==> src/logic/acr_pkg.sv <==
// Purpose: shared constants and types for the analog configuration register bank
// Assumes: eight-bit registers on a six-bit register port
// Notes: offsets, field positions and baseline values live here only
package acr_pkg;
   // ----------------------------------------
   // register port
   // ----------------------------------------
   localparam int ACR_AW = 6; // address width of the register port
   localparam int ACR_DW = 8; // data width of every register
   localparam logic [5:0] ACR_OFS_MAIN = 6'h00; // main setup register
   localparam logic [5:0] ACR_OFS_SLEEP = 6'h01; // block sleep control register
   // ----------------------------------------
   // main setup fields
   // ----------------------------------------
   localparam int ACR_MAIN_COARSE_EN = 6; // coarse offset dac enable
   localparam int ACR_MAIN_FINE_EN = 5; // fine offset dac enable
   localparam int ACR_MAIN_GATE_EN = 3; // restore request gating enable
   localparam int ACR_MAIN_GAIN2X = 2; // front stage double gain
   localparam int ACR_MAIN_DBL_SMP = 0; // double_sampling enable
   localparam logic [7:0] ACR_MAIN_WMASK = 8'h6f; // bits that hold state
   localparam logic [7:0] ACR_MAIN_RST = 8'h04; // baseline value
   // ----------------------------------------
   // sleep control fields
   // ----------------------------------------
   localparam int ACR_SLP_MASTER = 7; // master sleep
   localparam int ACR_SLP_LEVEL = 6; // restore_level_source sleep
   localparam int ACR_SLP_REF2 = 5; // second channel reference buffer sleep
   localparam int ACR_SLP_REF1 = 4; // first channel reference buffer sleep
   localparam logic [7:0] ACR_SLEEP_RST = 8'h00; // baseline value
   // ----------------------------------------
   // carriers
   // ----------------------------------------
   typedef struct packed {
      logic coarse_dac_en; // coarse offset dac on
      logic fine_dac_en; // fine offset dac on
      logic gain_2x; // double gain in sampling stage
      logic double_sampling; // correlated double sampling on
   } acr_front_t;
   typedef struct packed {
      logic restore_level_source; // clamp level source asleep
      logic ref_buf2; // second reference buffer asleep
      logic ref_buf1; // first reference buffer asleep
      logic rest; // bits 3..0 or master asleep
   } acr_sleep_t;
endpackage

==> src/logic/acr_restore_gate.sv <==
// Purpose: gates the external restore request by the internal restore window
// Assumes: both inputs synchronous to ref_clk
// Notes: purely combinational
`timescale 1ns/10ps
module acr_restore_gate
   import acr_pkg::*;
(
   input wire logic gate_en,
   input wire logic restore_request_pin,
   input wire logic restore_window,
   output logic restore_out
);
   // ----------------------------------------
   // gating
   // ----------------------------------------
   // pass straight or and with the window
   assign restore_out = gate_en ? (restore_request_pin & restore_window) : restore_request_pin;
endmodule

==> src/logic/acr_sleep_decode.sv <==
// Purpose: turns the sleep control register into per-block sleep levels
// Assumes: register value already held in flip-flops
// Notes: master bit overrides every other bit
`timescale 1ns/10ps
module acr_sleep_decode
   import acr_pkg::*;
(
   input wire logic [7:0] sleep_reg,
   output acr_sleep_t sleep_out
);
   // ----------------------------------------
   // decode
   // ----------------------------------------
   wire logic master = sleep_reg[ACR_SLP_MASTER]; // master sleep
   assign sleep_out.restore_level_source = master | sleep_reg[ACR_SLP_LEVEL];
   assign sleep_out.ref_buf2 = master | sleep_reg[ACR_SLP_REF2];
   assign sleep_out.ref_buf1 = master | sleep_reg[ACR_SLP_REF1];
   assign sleep_out.rest = master | (|sleep_reg[3:0]);
endmodule

==> src/logic/acr_bank.sv <==
// Purpose: analog configuration register bank with setup and sleep control
// Assumes: single 100 MHz ref_clk, synchronous active-high rst
// Notes: read data appear one cycle after the read strobe and only then
`timescale 1ns/10ps
module acr_bank
   import acr_pkg::*;
(
   input wire logic ref_clk,
   input wire logic rst,
   input wire logic [5:0] reg_addr,
   input wire logic [7:0] reg_wdata,
   input wire logic reg_wr,
   input wire logic reg_rd,
   output logic [7:0] reg_rdata,
   input wire logic restore_request_pin,
   input wire logic restore_window,
   output logic restore_gated,
   output acr_front_t front_cfg,
   output acr_sleep_t sleep_cfg,
   output logic chip_asleep
);
   // ----------------------------------------
   // storage
   // ----------------------------------------
   logic [7:0] main_q; // main setup register
   logic [7:0] sleep_q; // sleep control register
   logic [7:0] rdata_q; // read data register
   acr_front_t front_bits; // front configuration taken from the setup register
   // ----------------------------------------
   // decode
   // ----------------------------------------
   // true when the port index selects the register at the given offset
   function automatic logic addr_hit(input logic [5:0] a, input logic [5:0] ofs);
      return (a == ofs);
   endfunction
   wire logic hit_main = addr_hit(reg_addr, ACR_OFS_MAIN); // main setup selected
   wire logic hit_sleep = addr_hit(reg_addr, ACR_OFS_SLEEP); // sleep control selected
   wire logic wr_main = reg_wr & hit_main; // write to main setup
   wire logic wr_sleep = reg_wr & hit_sleep; // write to sleep control
   // unmapped addresses read as zero
   wire logic [7:0] rd_mux = hit_main ? main_q : (hit_sleep ? sleep_q : 8'h00);
   // ----------------------------------------
   // registers
   // ----------------------------------------
   // setup bits 7 and 4 never store, read as zero
   always_ff @(posedge ref_clk) begin
      if (rst) begin
         main_q <= ACR_MAIN_RST;
         sleep_q <= ACR_SLEEP_RST;
      end else begin
         if (wr_main) begin
            main_q <= reg_wdata & ACR_MAIN_WMASK;
         end
         if (wr_sleep) begin
            sleep_q <= reg_wdata;
         end
      end
   end
   // read data stand for one cycle only
   always_ff @(posedge ref_clk) begin
      if (rst) begin
         rdata_q <= 8'h00;
      end else begin
         rdata_q <= reg_rd ? rd_mux : 8'h00;
      end
   end
   assign reg_rdata = rdata_q;
   // ----------------------------------------
   // front stage controls
   // ----------------------------------------
   assign front_bits.coarse_dac_en = main_q[ACR_MAIN_COARSE_EN];
   assign front_bits.fine_dac_en = main_q[ACR_MAIN_FINE_EN];
   assign front_bits.gain_2x = main_q[ACR_MAIN_GAIN2X];
   assign front_bits.double_sampling = main_q[ACR_MAIN_DBL_SMP];
   assign front_cfg = front_bits;
   assign chip_asleep = sleep_q[ACR_SLP_MASTER];
   // ----------------------------------------
   // submodules
   // ----------------------------------------
   acr_restore_gate acr_restore_gate_inst (
      .gate_en(main_q[ACR_MAIN_GATE_EN]),
      .restore_request_pin(restore_request_pin),
      .restore_window(restore_window),
      .restore_out(restore_gated)
   );
   acr_sleep_decode acr_sleep_decode_inst (
      .sleep_reg(sleep_q),
      .sleep_out(sleep_cfg)
   );
   // ----------------------------------------
   // checks
   // ----------------------------------------
   AST_GATE_ON: assert property (@(posedge ref_clk) disable iff (rst)
      main_q[3] |-> (restore_gated == (restore_request_pin & restore_window)))
      else $error("restore gating wrong when enabled");
   AST_GATE_OFF: assert property (@(posedge ref_clk) disable iff (rst)
      !main_q[3] |-> (restore_gated == restore_request_pin))
      else $error("restore passes wrong when gating off");
   AST_GAIN: assert property (@(posedge ref_clk) disable iff (rst)
      wr_main |=> (front_cfg.gain_2x == $past(reg_wdata[2])))
      else $error("gain mode not taken from write");
   AST_DBL: assert property (@(posedge ref_clk) disable iff (rst)
      wr_main |=> (front_cfg.double_sampling == $past(reg_wdata[0])))
      else $error("double sampling not taken from write");
   AST_MASTER: assert property (@(posedge ref_clk) disable iff (rst)
      sleep_q[7] |-> (sleep_cfg.restore_level_source && sleep_cfg.ref_buf1 && sleep_cfg.ref_buf2 && sleep_cfg.rest))
      else $error("master sleep does not override");
   AST_LEVEL: assert property (@(posedge ref_clk) disable iff (rst)
      !sleep_q[7] |-> (sleep_cfg.restore_level_source == sleep_q[6]))
      else $error("level source sleep wrong");
   AST_REF2: assert property (@(posedge ref_clk) disable iff (rst)
      !sleep_q[7] |-> (sleep_cfg.ref_buf2 == sleep_q[5]))
      else $error("second reference sleep wrong");
   AST_REF1: assert property (@(posedge ref_clk) disable iff (rst)
      !sleep_q[7] |-> (sleep_cfg.ref_buf1 == sleep_q[4]))
      else $error("first reference sleep wrong");
   AST_READBACK: assert property (@(posedge ref_clk) disable iff (rst)
      (wr_sleep ##1 (reg_rd && hit_sleep && !reg_wr)) |=> (reg_rdata == $past(reg_wdata, 2)))
      else $error("sleep register readback wrong");
   AST_RD_ONE: assert property (@(posedge ref_clk) disable iff (rst)
      !reg_rd |=> (reg_rdata == 8'h00))
      else $error("read data stand outside read cycle");

   // ----------------------------------------
   // gating checks
   // ----------------------------------------

   // no request in means no request out,
   // whatever the window and the gating bit say
   AST_GATE_IDLE: assert property (@(posedge ref_clk) disable iff (rst)
      !restore_request_pin |-> !restore_gated)
      else $error("restore request appears with no input request");

   // with gating on, a closed window must block
   // the request completely
   AST_GATE_BLOCK: assert property (@(posedge ref_clk) disable iff (rst)
      (main_q[ACR_MAIN_GATE_EN] && !restore_window) |-> !restore_gated)
      else $error("closed window does not block request");

   // with gating on and the window open the request
   // passes through unchanged
   AST_GATE_WIN: assert property (@(posedge ref_clk) disable iff (rst)
      (main_q[ACR_MAIN_GATE_EN] && restore_window) |-> (restore_gated == restore_request_pin))
      else $error("open window does not pass request");

   // ----------------------------------------
   // front stage checks
   // ----------------------------------------

   // gain mode only moves on a write to the setup register,
   // never on a read or an unmapped write
   AST_GAIN_HOLD: assert property (@(posedge ref_clk) disable iff (rst)
      !wr_main |=> $stable(front_cfg.gain_2x))
      else $error("gain mode changed without a write");

   // sampling method only moves on a write to the setup register,
   // so the analog path never switches mode on its own
   AST_DBL_HOLD: assert property (@(posedge ref_clk) disable iff (rst)
      !wr_main |=> $stable(front_cfg.double_sampling))
      else $error("sampling method changed without a write");

   // coarse offset dac enable follows the written bit
   // one cycle after the write strobe
   AST_COARSE: assert property (@(posedge ref_clk) disable iff (rst)
      wr_main |=> (front_cfg.coarse_dac_en == $past(reg_wdata[ACR_MAIN_COARSE_EN])))
      else $error("coarse dac enable not taken from write");

   // fine offset dac enable follows the written bit
   // one cycle after the write strobe
   AST_FINE: assert property (@(posedge ref_clk) disable iff (rst)
      wr_main |=> (front_cfg.fine_dac_en == $past(reg_wdata[ACR_MAIN_FINE_EN])))
      else $error("fine dac enable not taken from write");

   // both offset dac enables keep their value
   // while no setup write arrives
   AST_COARSE_HOLD: assert property (@(posedge ref_clk) disable iff (rst)
      !wr_main |=> ($stable(front_cfg.coarse_dac_en) && $stable(front_cfg.fine_dac_en)))
      else $error("offset dac enables changed without a write");

   // ----------------------------------------
   // sleep control checks
   // ----------------------------------------

   // the whole-chip sleep level follows the written
   // master bit one cycle after the strobe
   AST_CHIP_WR: assert property (@(posedge ref_clk) disable iff (rst)
      wr_sleep |=> (chip_asleep == $past(reg_wdata[ACR_SLP_MASTER])))
      else $error("master sleep not taken from write");

   // with the master bit clear the remaining blocks
   // sleep exactly when one of the low bits is set
   AST_REST: assert property (@(posedge ref_clk) disable iff (rst)
      !sleep_q[ACR_SLP_MASTER] |-> (sleep_cfg.rest == (|sleep_q[3:0])))
      else $error("low sleep bits not honoured");

   // whole-chip sleep forces every block level high,
   // seen from the outputs rather than the register
   AST_ASLEEP_ALL: assert property (@(posedge ref_clk) disable iff (rst)
      chip_asleep |-> (sleep_cfg == 4'hf))
      else $error("a block stays awake under master sleep");

   // level source sleep follows its written bit
   // when the write leaves the master bit clear
   AST_LEVEL_WR: assert property (@(posedge ref_clk) disable iff (rst)
      (wr_sleep && !reg_wdata[ACR_SLP_MASTER]) |=> (sleep_cfg.restore_level_source == $past(reg_wdata[ACR_SLP_LEVEL])))
      else $error("level source sleep not taken from write");

   // second reference buffer sleep follows its written bit
   // when the write leaves the master bit clear
   AST_REF2_WR: assert property (@(posedge ref_clk) disable iff (rst)
      (wr_sleep && !reg_wdata[ACR_SLP_MASTER]) |=> (sleep_cfg.ref_buf2 == $past(reg_wdata[ACR_SLP_REF2])))
      else $error("second reference sleep not taken from write");

   // first reference buffer sleep follows its written bit
   // when the write leaves the master bit clear
   AST_REF1_WR: assert property (@(posedge ref_clk) disable iff (rst)
      (wr_sleep && !reg_wdata[ACR_SLP_MASTER]) |=> (sleep_cfg.ref_buf1 == $past(reg_wdata[ACR_SLP_REF1])))
      else $error("first reference sleep not taken from write");

   // level source stays fully powered while neither
   // its own bit nor the master bit is set
   AST_LEVEL_AWAKE: assert property (@(posedge ref_clk) disable iff (rst)
      (!sleep_q[ACR_SLP_MASTER] && !sleep_q[ACR_SLP_LEVEL]) |-> !sleep_cfg.restore_level_source)
      else $error("level source asleep without a sleep bit");

   // second reference buffer stays fully powered while neither
   // its own bit nor the master bit is set
   AST_REF2_AWAKE: assert property (@(posedge ref_clk) disable iff (rst)
      (!sleep_q[ACR_SLP_MASTER] && !sleep_q[ACR_SLP_REF2]) |-> !sleep_cfg.ref_buf2)
      else $error("second reference asleep without a sleep bit");

   // first reference buffer stays fully powered while neither
   // its own bit nor the master bit is set
   AST_REF1_AWAKE: assert property (@(posedge ref_clk) disable iff (rst)
      (!sleep_q[ACR_SLP_MASTER] && !sleep_q[ACR_SLP_REF1]) |-> !sleep_cfg.ref_buf1)
      else $error("first reference asleep without a sleep bit");

   // ----------------------------------------
   // register storage checks
   // ----------------------------------------

   // a setup write stores the data through the mask
   // of bits that hold state
   AST_MAIN_WR: assert property (@(posedge ref_clk) disable iff (rst)
      wr_main |=> (main_q == ($past(reg_wdata) & ACR_MAIN_WMASK)))
      else $error("setup register did not store write");

   // a sleep control write stores all eight bits
   // as written
   AST_SLEEP_WR: assert property (@(posedge ref_clk) disable iff (rst)
      wr_sleep |=> (sleep_q == $past(reg_wdata)))
      else $error("sleep register did not store write");

   // the setup register holds its value
   // until the next write to it
   AST_MAIN_HOLD: assert property (@(posedge ref_clk) disable iff (rst)
      !wr_main |=> $stable(main_q))
      else $error("setup register changed without a write");

   // the sleep control register holds its value
   // until the next write to it
   AST_SLEEP_HOLD: assert property (@(posedge ref_clk) disable iff (rst)
      !wr_sleep |=> $stable(sleep_q))
      else $error("sleep register changed without a write");

   // setup bits 7 and 4 never hold a one,
   // so they always read back as zero
   AST_MAIN_RSVD: assert property (@(posedge ref_clk) disable iff (rst)
      (main_q & ~ACR_MAIN_WMASK) == 8'h00)
      else $error("reserved setup bit holds a one");

   // a write to an unmapped index leaves
   // both registers untouched
   AST_UNMAP_WR: assert property (@(posedge ref_clk) disable iff (rst)
      (reg_wr && !hit_main && !hit_sleep) |=> ($stable(main_q) && $stable(sleep_q)))
      else $error("unmapped write changed a register");

   // ----------------------------------------
   // read port checks
   // ----------------------------------------

   // a setup read returns the register value
   // in the cycle after the strobe
   AST_RD_MAIN: assert property (@(posedge ref_clk) disable iff (rst)
      (reg_rd && hit_main) |=> (reg_rdata == $past(main_q)))
      else $error("setup read returned wrong data");

   // a sleep control read returns the register value
   // in the cycle after the strobe
   AST_RD_SLEEP: assert property (@(posedge ref_clk) disable iff (rst)
      (reg_rd && hit_sleep) |=> (reg_rdata == $past(sleep_q)))
      else $error("sleep read returned wrong data");

   // a read of an unmapped index returns zero
   // in the cycle after the strobe
   AST_RD_UNMAP: assert property (@(posedge ref_clk) disable iff (rst)
      (reg_rd && !hit_main && !hit_sleep) |=> (reg_rdata == 8'h00))
      else $error("unmapped read returned nonzero data");
endmodule

==> config.mk <==
export PLATFORM = sky130hd
export DESIGN_NAME = acr_bank
export DESIGN_NICKNAME = d
export VERILOG_FILES = /design/src/logic/acr_pkg.sv /design/src/logic/acr_restore_gate.sv /design/src/logic/acr_sleep_decode.sv /design/src/logic/acr_bank.sv
export SDC_FILE = /design/constraint.sdc
export NUM_CORES = 1
export LEC_CHECK = 0
export BUFFER_PORTS_ARGS = -buffer_cell sky130_fd_sc_hd__buf_4
export CAP_MARGIN = 10
export CORE_ASPECT_RATIO = 1.5
export CORE_UTILIZATION = 47
export DETAILED_ROUTE_END_ITERATION = 10
export GPL_TIMING_DRIVEN = 0
export PLACE_DENSITY = 0.86
export SKIP_CTS_REPAIR_TIMING = 1
export SYNTH_ARGS = -nofsm -noshare
export SYNTH_HDL_FRONTEND = slang
export SYNTH_HIERARCHICAL = 1
export SYNTH_SLANG_ARGS = --single-unit
==> constraint.sdc <==
create_clock -name ref_clk -period 1.3 [get_ports ref_clk]
set_input_delay 0.26 -clock ref_clk [delete_from_list [all_inputs] [get_ports ref_clk]]
set_output_delay 0.26 -clock ref_clk [all_outputs]
set_load 0.03 [all_outputs]
==> summary.txt <==
outcome = finished with violations
failing checks = negative setup slack
fin util = 0.684
P&R area growth vs syn = 36.1%
CP delay by family, top = flip-flops
Synthesis Warnings = 6
gpl congestion = 0.795
total CTS buffers = 3
synthesis-stage register bit count = 22
post-synthesis sequential area ratio = 0.432
IO Pins = 38
final hold violations = 0
power density over the cells = 806 nW/um2
endpoints failing setup = 4
Net Count, Synth = 122
share of post-route cells with drive strength above 1 = 0.392
crit end category = primary output
most frequent cells in the layout = buf_4 (38), dfxtp_1 (19), nand2b_1 (16)
initial antenna violation count = 0
Startpoint Class = flip-flop
post-synthesis mux area share = 0.138
clk_lat worst skew = 0.31 ns
largest family of logic cells by synthesized area = simple AND/OR/NAND/NOR gates
LEAKAGE = 0.604 nW
# DRC = 0
DR vias = 888
Unique masters post-synth = 26
Worst R2R Setup Slack = 0.51 ns
PortBufs = 37
critical path class = reg2out
DRT antenna net count = 0
Max rail drop VDD = 649 uV
CTS H-tree lvls = 1
clk buf depth = 2
final period utilization = 1.03
Overflow after GRT = 0
number of diodes = 0
Mapped Cells = 102
Die X = 40.0 um
post-synthesis cell area = 1020 um2
DR WL/cell = 13.7 um
via/cell ratio = 5.38
HP Class = in2reg
num rows = 20
fmax = 750 MHz
Post-Synth Adder-Cell Area = 0
Slew Viols, Final = 0
CP bufs+invs = 1
Starting Density = 0.502
GRT Total Usage = 0.218
RSZ-0062 raised after global routing = true
root buf cell = clkbuf_4
Core ar. = 2030 um2
clk sinks = 22
Post-Synth XOR/XNOR Area = 0
commonest non-fill, non-tap cell in the layout = buf_4
slowest stage cell, crit path = dfxtp_4
Placed Cells incl. Taps = 161
Cell Chain, Critical Path = or2_1 > buf_6
initial drt markers = 33
nets = 165
final non-filler cell total = 165
Mapped Avg Cell Area = 9.99 um2
hpwl dp = 1700 um
CP Data Required Time = 1.04 ns
Synth Area in Compound Gates = 0.0688
CP peak stage delay = 0.39 ns
global-route wire length before repair = 3530 um
total die area = 2360 um2
Max Cap Viol = 0
Worst EP arrival = 1.07 ns
Post-Route WL = 2260 um
Post-Synth Simple-Gate Area = 0.290
Tightest Pin Transition = 0.412 ns
Worst Slack Setup Final = -0.0328 ns
minimum clock period = 1.33 ns
clk_skew = 0.00251 ns
vias in the first global route = 824
Clock Pin Slew Worst Setup and Hold Paths = 0.11 ns
largest net degree at the start of global routing = 12
Die Height = 59.0 um
Pre-antenna DRT Iters = 5
relative slew slack = 0.724
CTS tree = yes
Worst Path Max Fanout = 7
-- Yosys cell counts, drive strengths merged --
| cell | n | area share |
|---|---|---|
| a21boi | 1 | 0.0074 |
| a21oi | 6 | 0.029 |
| and3 | 2 | 0.012 |
| and4 | 1 | 0.011 |
| and4b | 1 | 0.0098 |
| buf | 6 | 0.060 |
| clkbuf | 2 | 0.0074 |
| dfxtp | 22 | 0.43 |
| inv | 1 | 0.0037 |
| mux2i | 14 | 0.14 |
| nand2 | 1 | 0.0037 |
| nand2b | 16 | 0.098 |
| nand3 | 5 | 0.025 |
| nand4b | 1 | 0.0086 |
| nor2 | 8 | 0.029 |
| nor3 | 3 | 0.031 |
| nor4b | 1 | 0.023 |
| o21ai | 5 | 0.025 |
| o21bai | 1 | 0.0074 |
| or2 | 3 | 0.018 |
| or3 | 1 | 0.0061 |
| or4b | 1 | 0.014 |
-- worst min-delay path: stages --
cell	delay [ns]
buf_4	0.11
nand3_1	0.05
a21oi_1	0.06
-- final timing paths --
path | start | endpoint | cells after the start
max reg2reg | sleep_q[0] | reg_rdata[0] | 3
min | reg_wdata[3] | main_q[3] | 3
min reg2reg | sleep_q[4] | sleep_q[4] | 2
max | sleep_q[7] | sleep_cfg[3] | 2
-- logic make-up after synthesis --
logic type | after synthesis
AND/OR/NAND/NOR | 44
flip-flops | 22
multiplexers | 14
AO/OA/AOI/OAI | 13
buffers and inverters | 9
-- layer usage --
metal,wire (um),track usage,vias to the layer above
met4,54,0.103,0
met2,1240,0.373,39
li1,-,-,431
met5,0,0,-
met1,849,0.255,411
met3,123,0.0226,7
-- power breakdown --
part	internal, mW	switching [mW]
clock network	0.108	0.200
registers	0.672	0.00166
logic	0.0739	0.0616
-- state kept, by name, summed over array words and instances (netlist names) --
signal,cells
sleep_q,8
reg_rdata,8
main_q,6
-- per-stage QoR --
step                      setup TNS (ns)  hold WS [ns]  power [mW]  area, um2  setup slack (ns)
after global routing              -0.248         0.205        1.16       1390           -0.0631
final                            -0.0838         0.208        1.12       1390           -0.0328
after CTS                         -0.399         0.207        1.12       1350            -0.117
after detailed placement           -1.58         0.480       0.827       1320            -0.138
after floorplan                        0         0.412       0.753       1020             0.145
after global placement             -1.07         0.461       0.824       1320            -0.104
-- final cells by class --
class | count | area [um2]
inverter | 1 | 3.75
tap | 22 | 27.5
buffer | 8 | 68.8
sequential | 22 | 449
timing repair buffer | 38 | 300
fill | 164 | 641
clock buffer | 3 | 22.5
multi-input combinational | 71 | 514
Note: power is estimated with default switching activity, not from simulation.
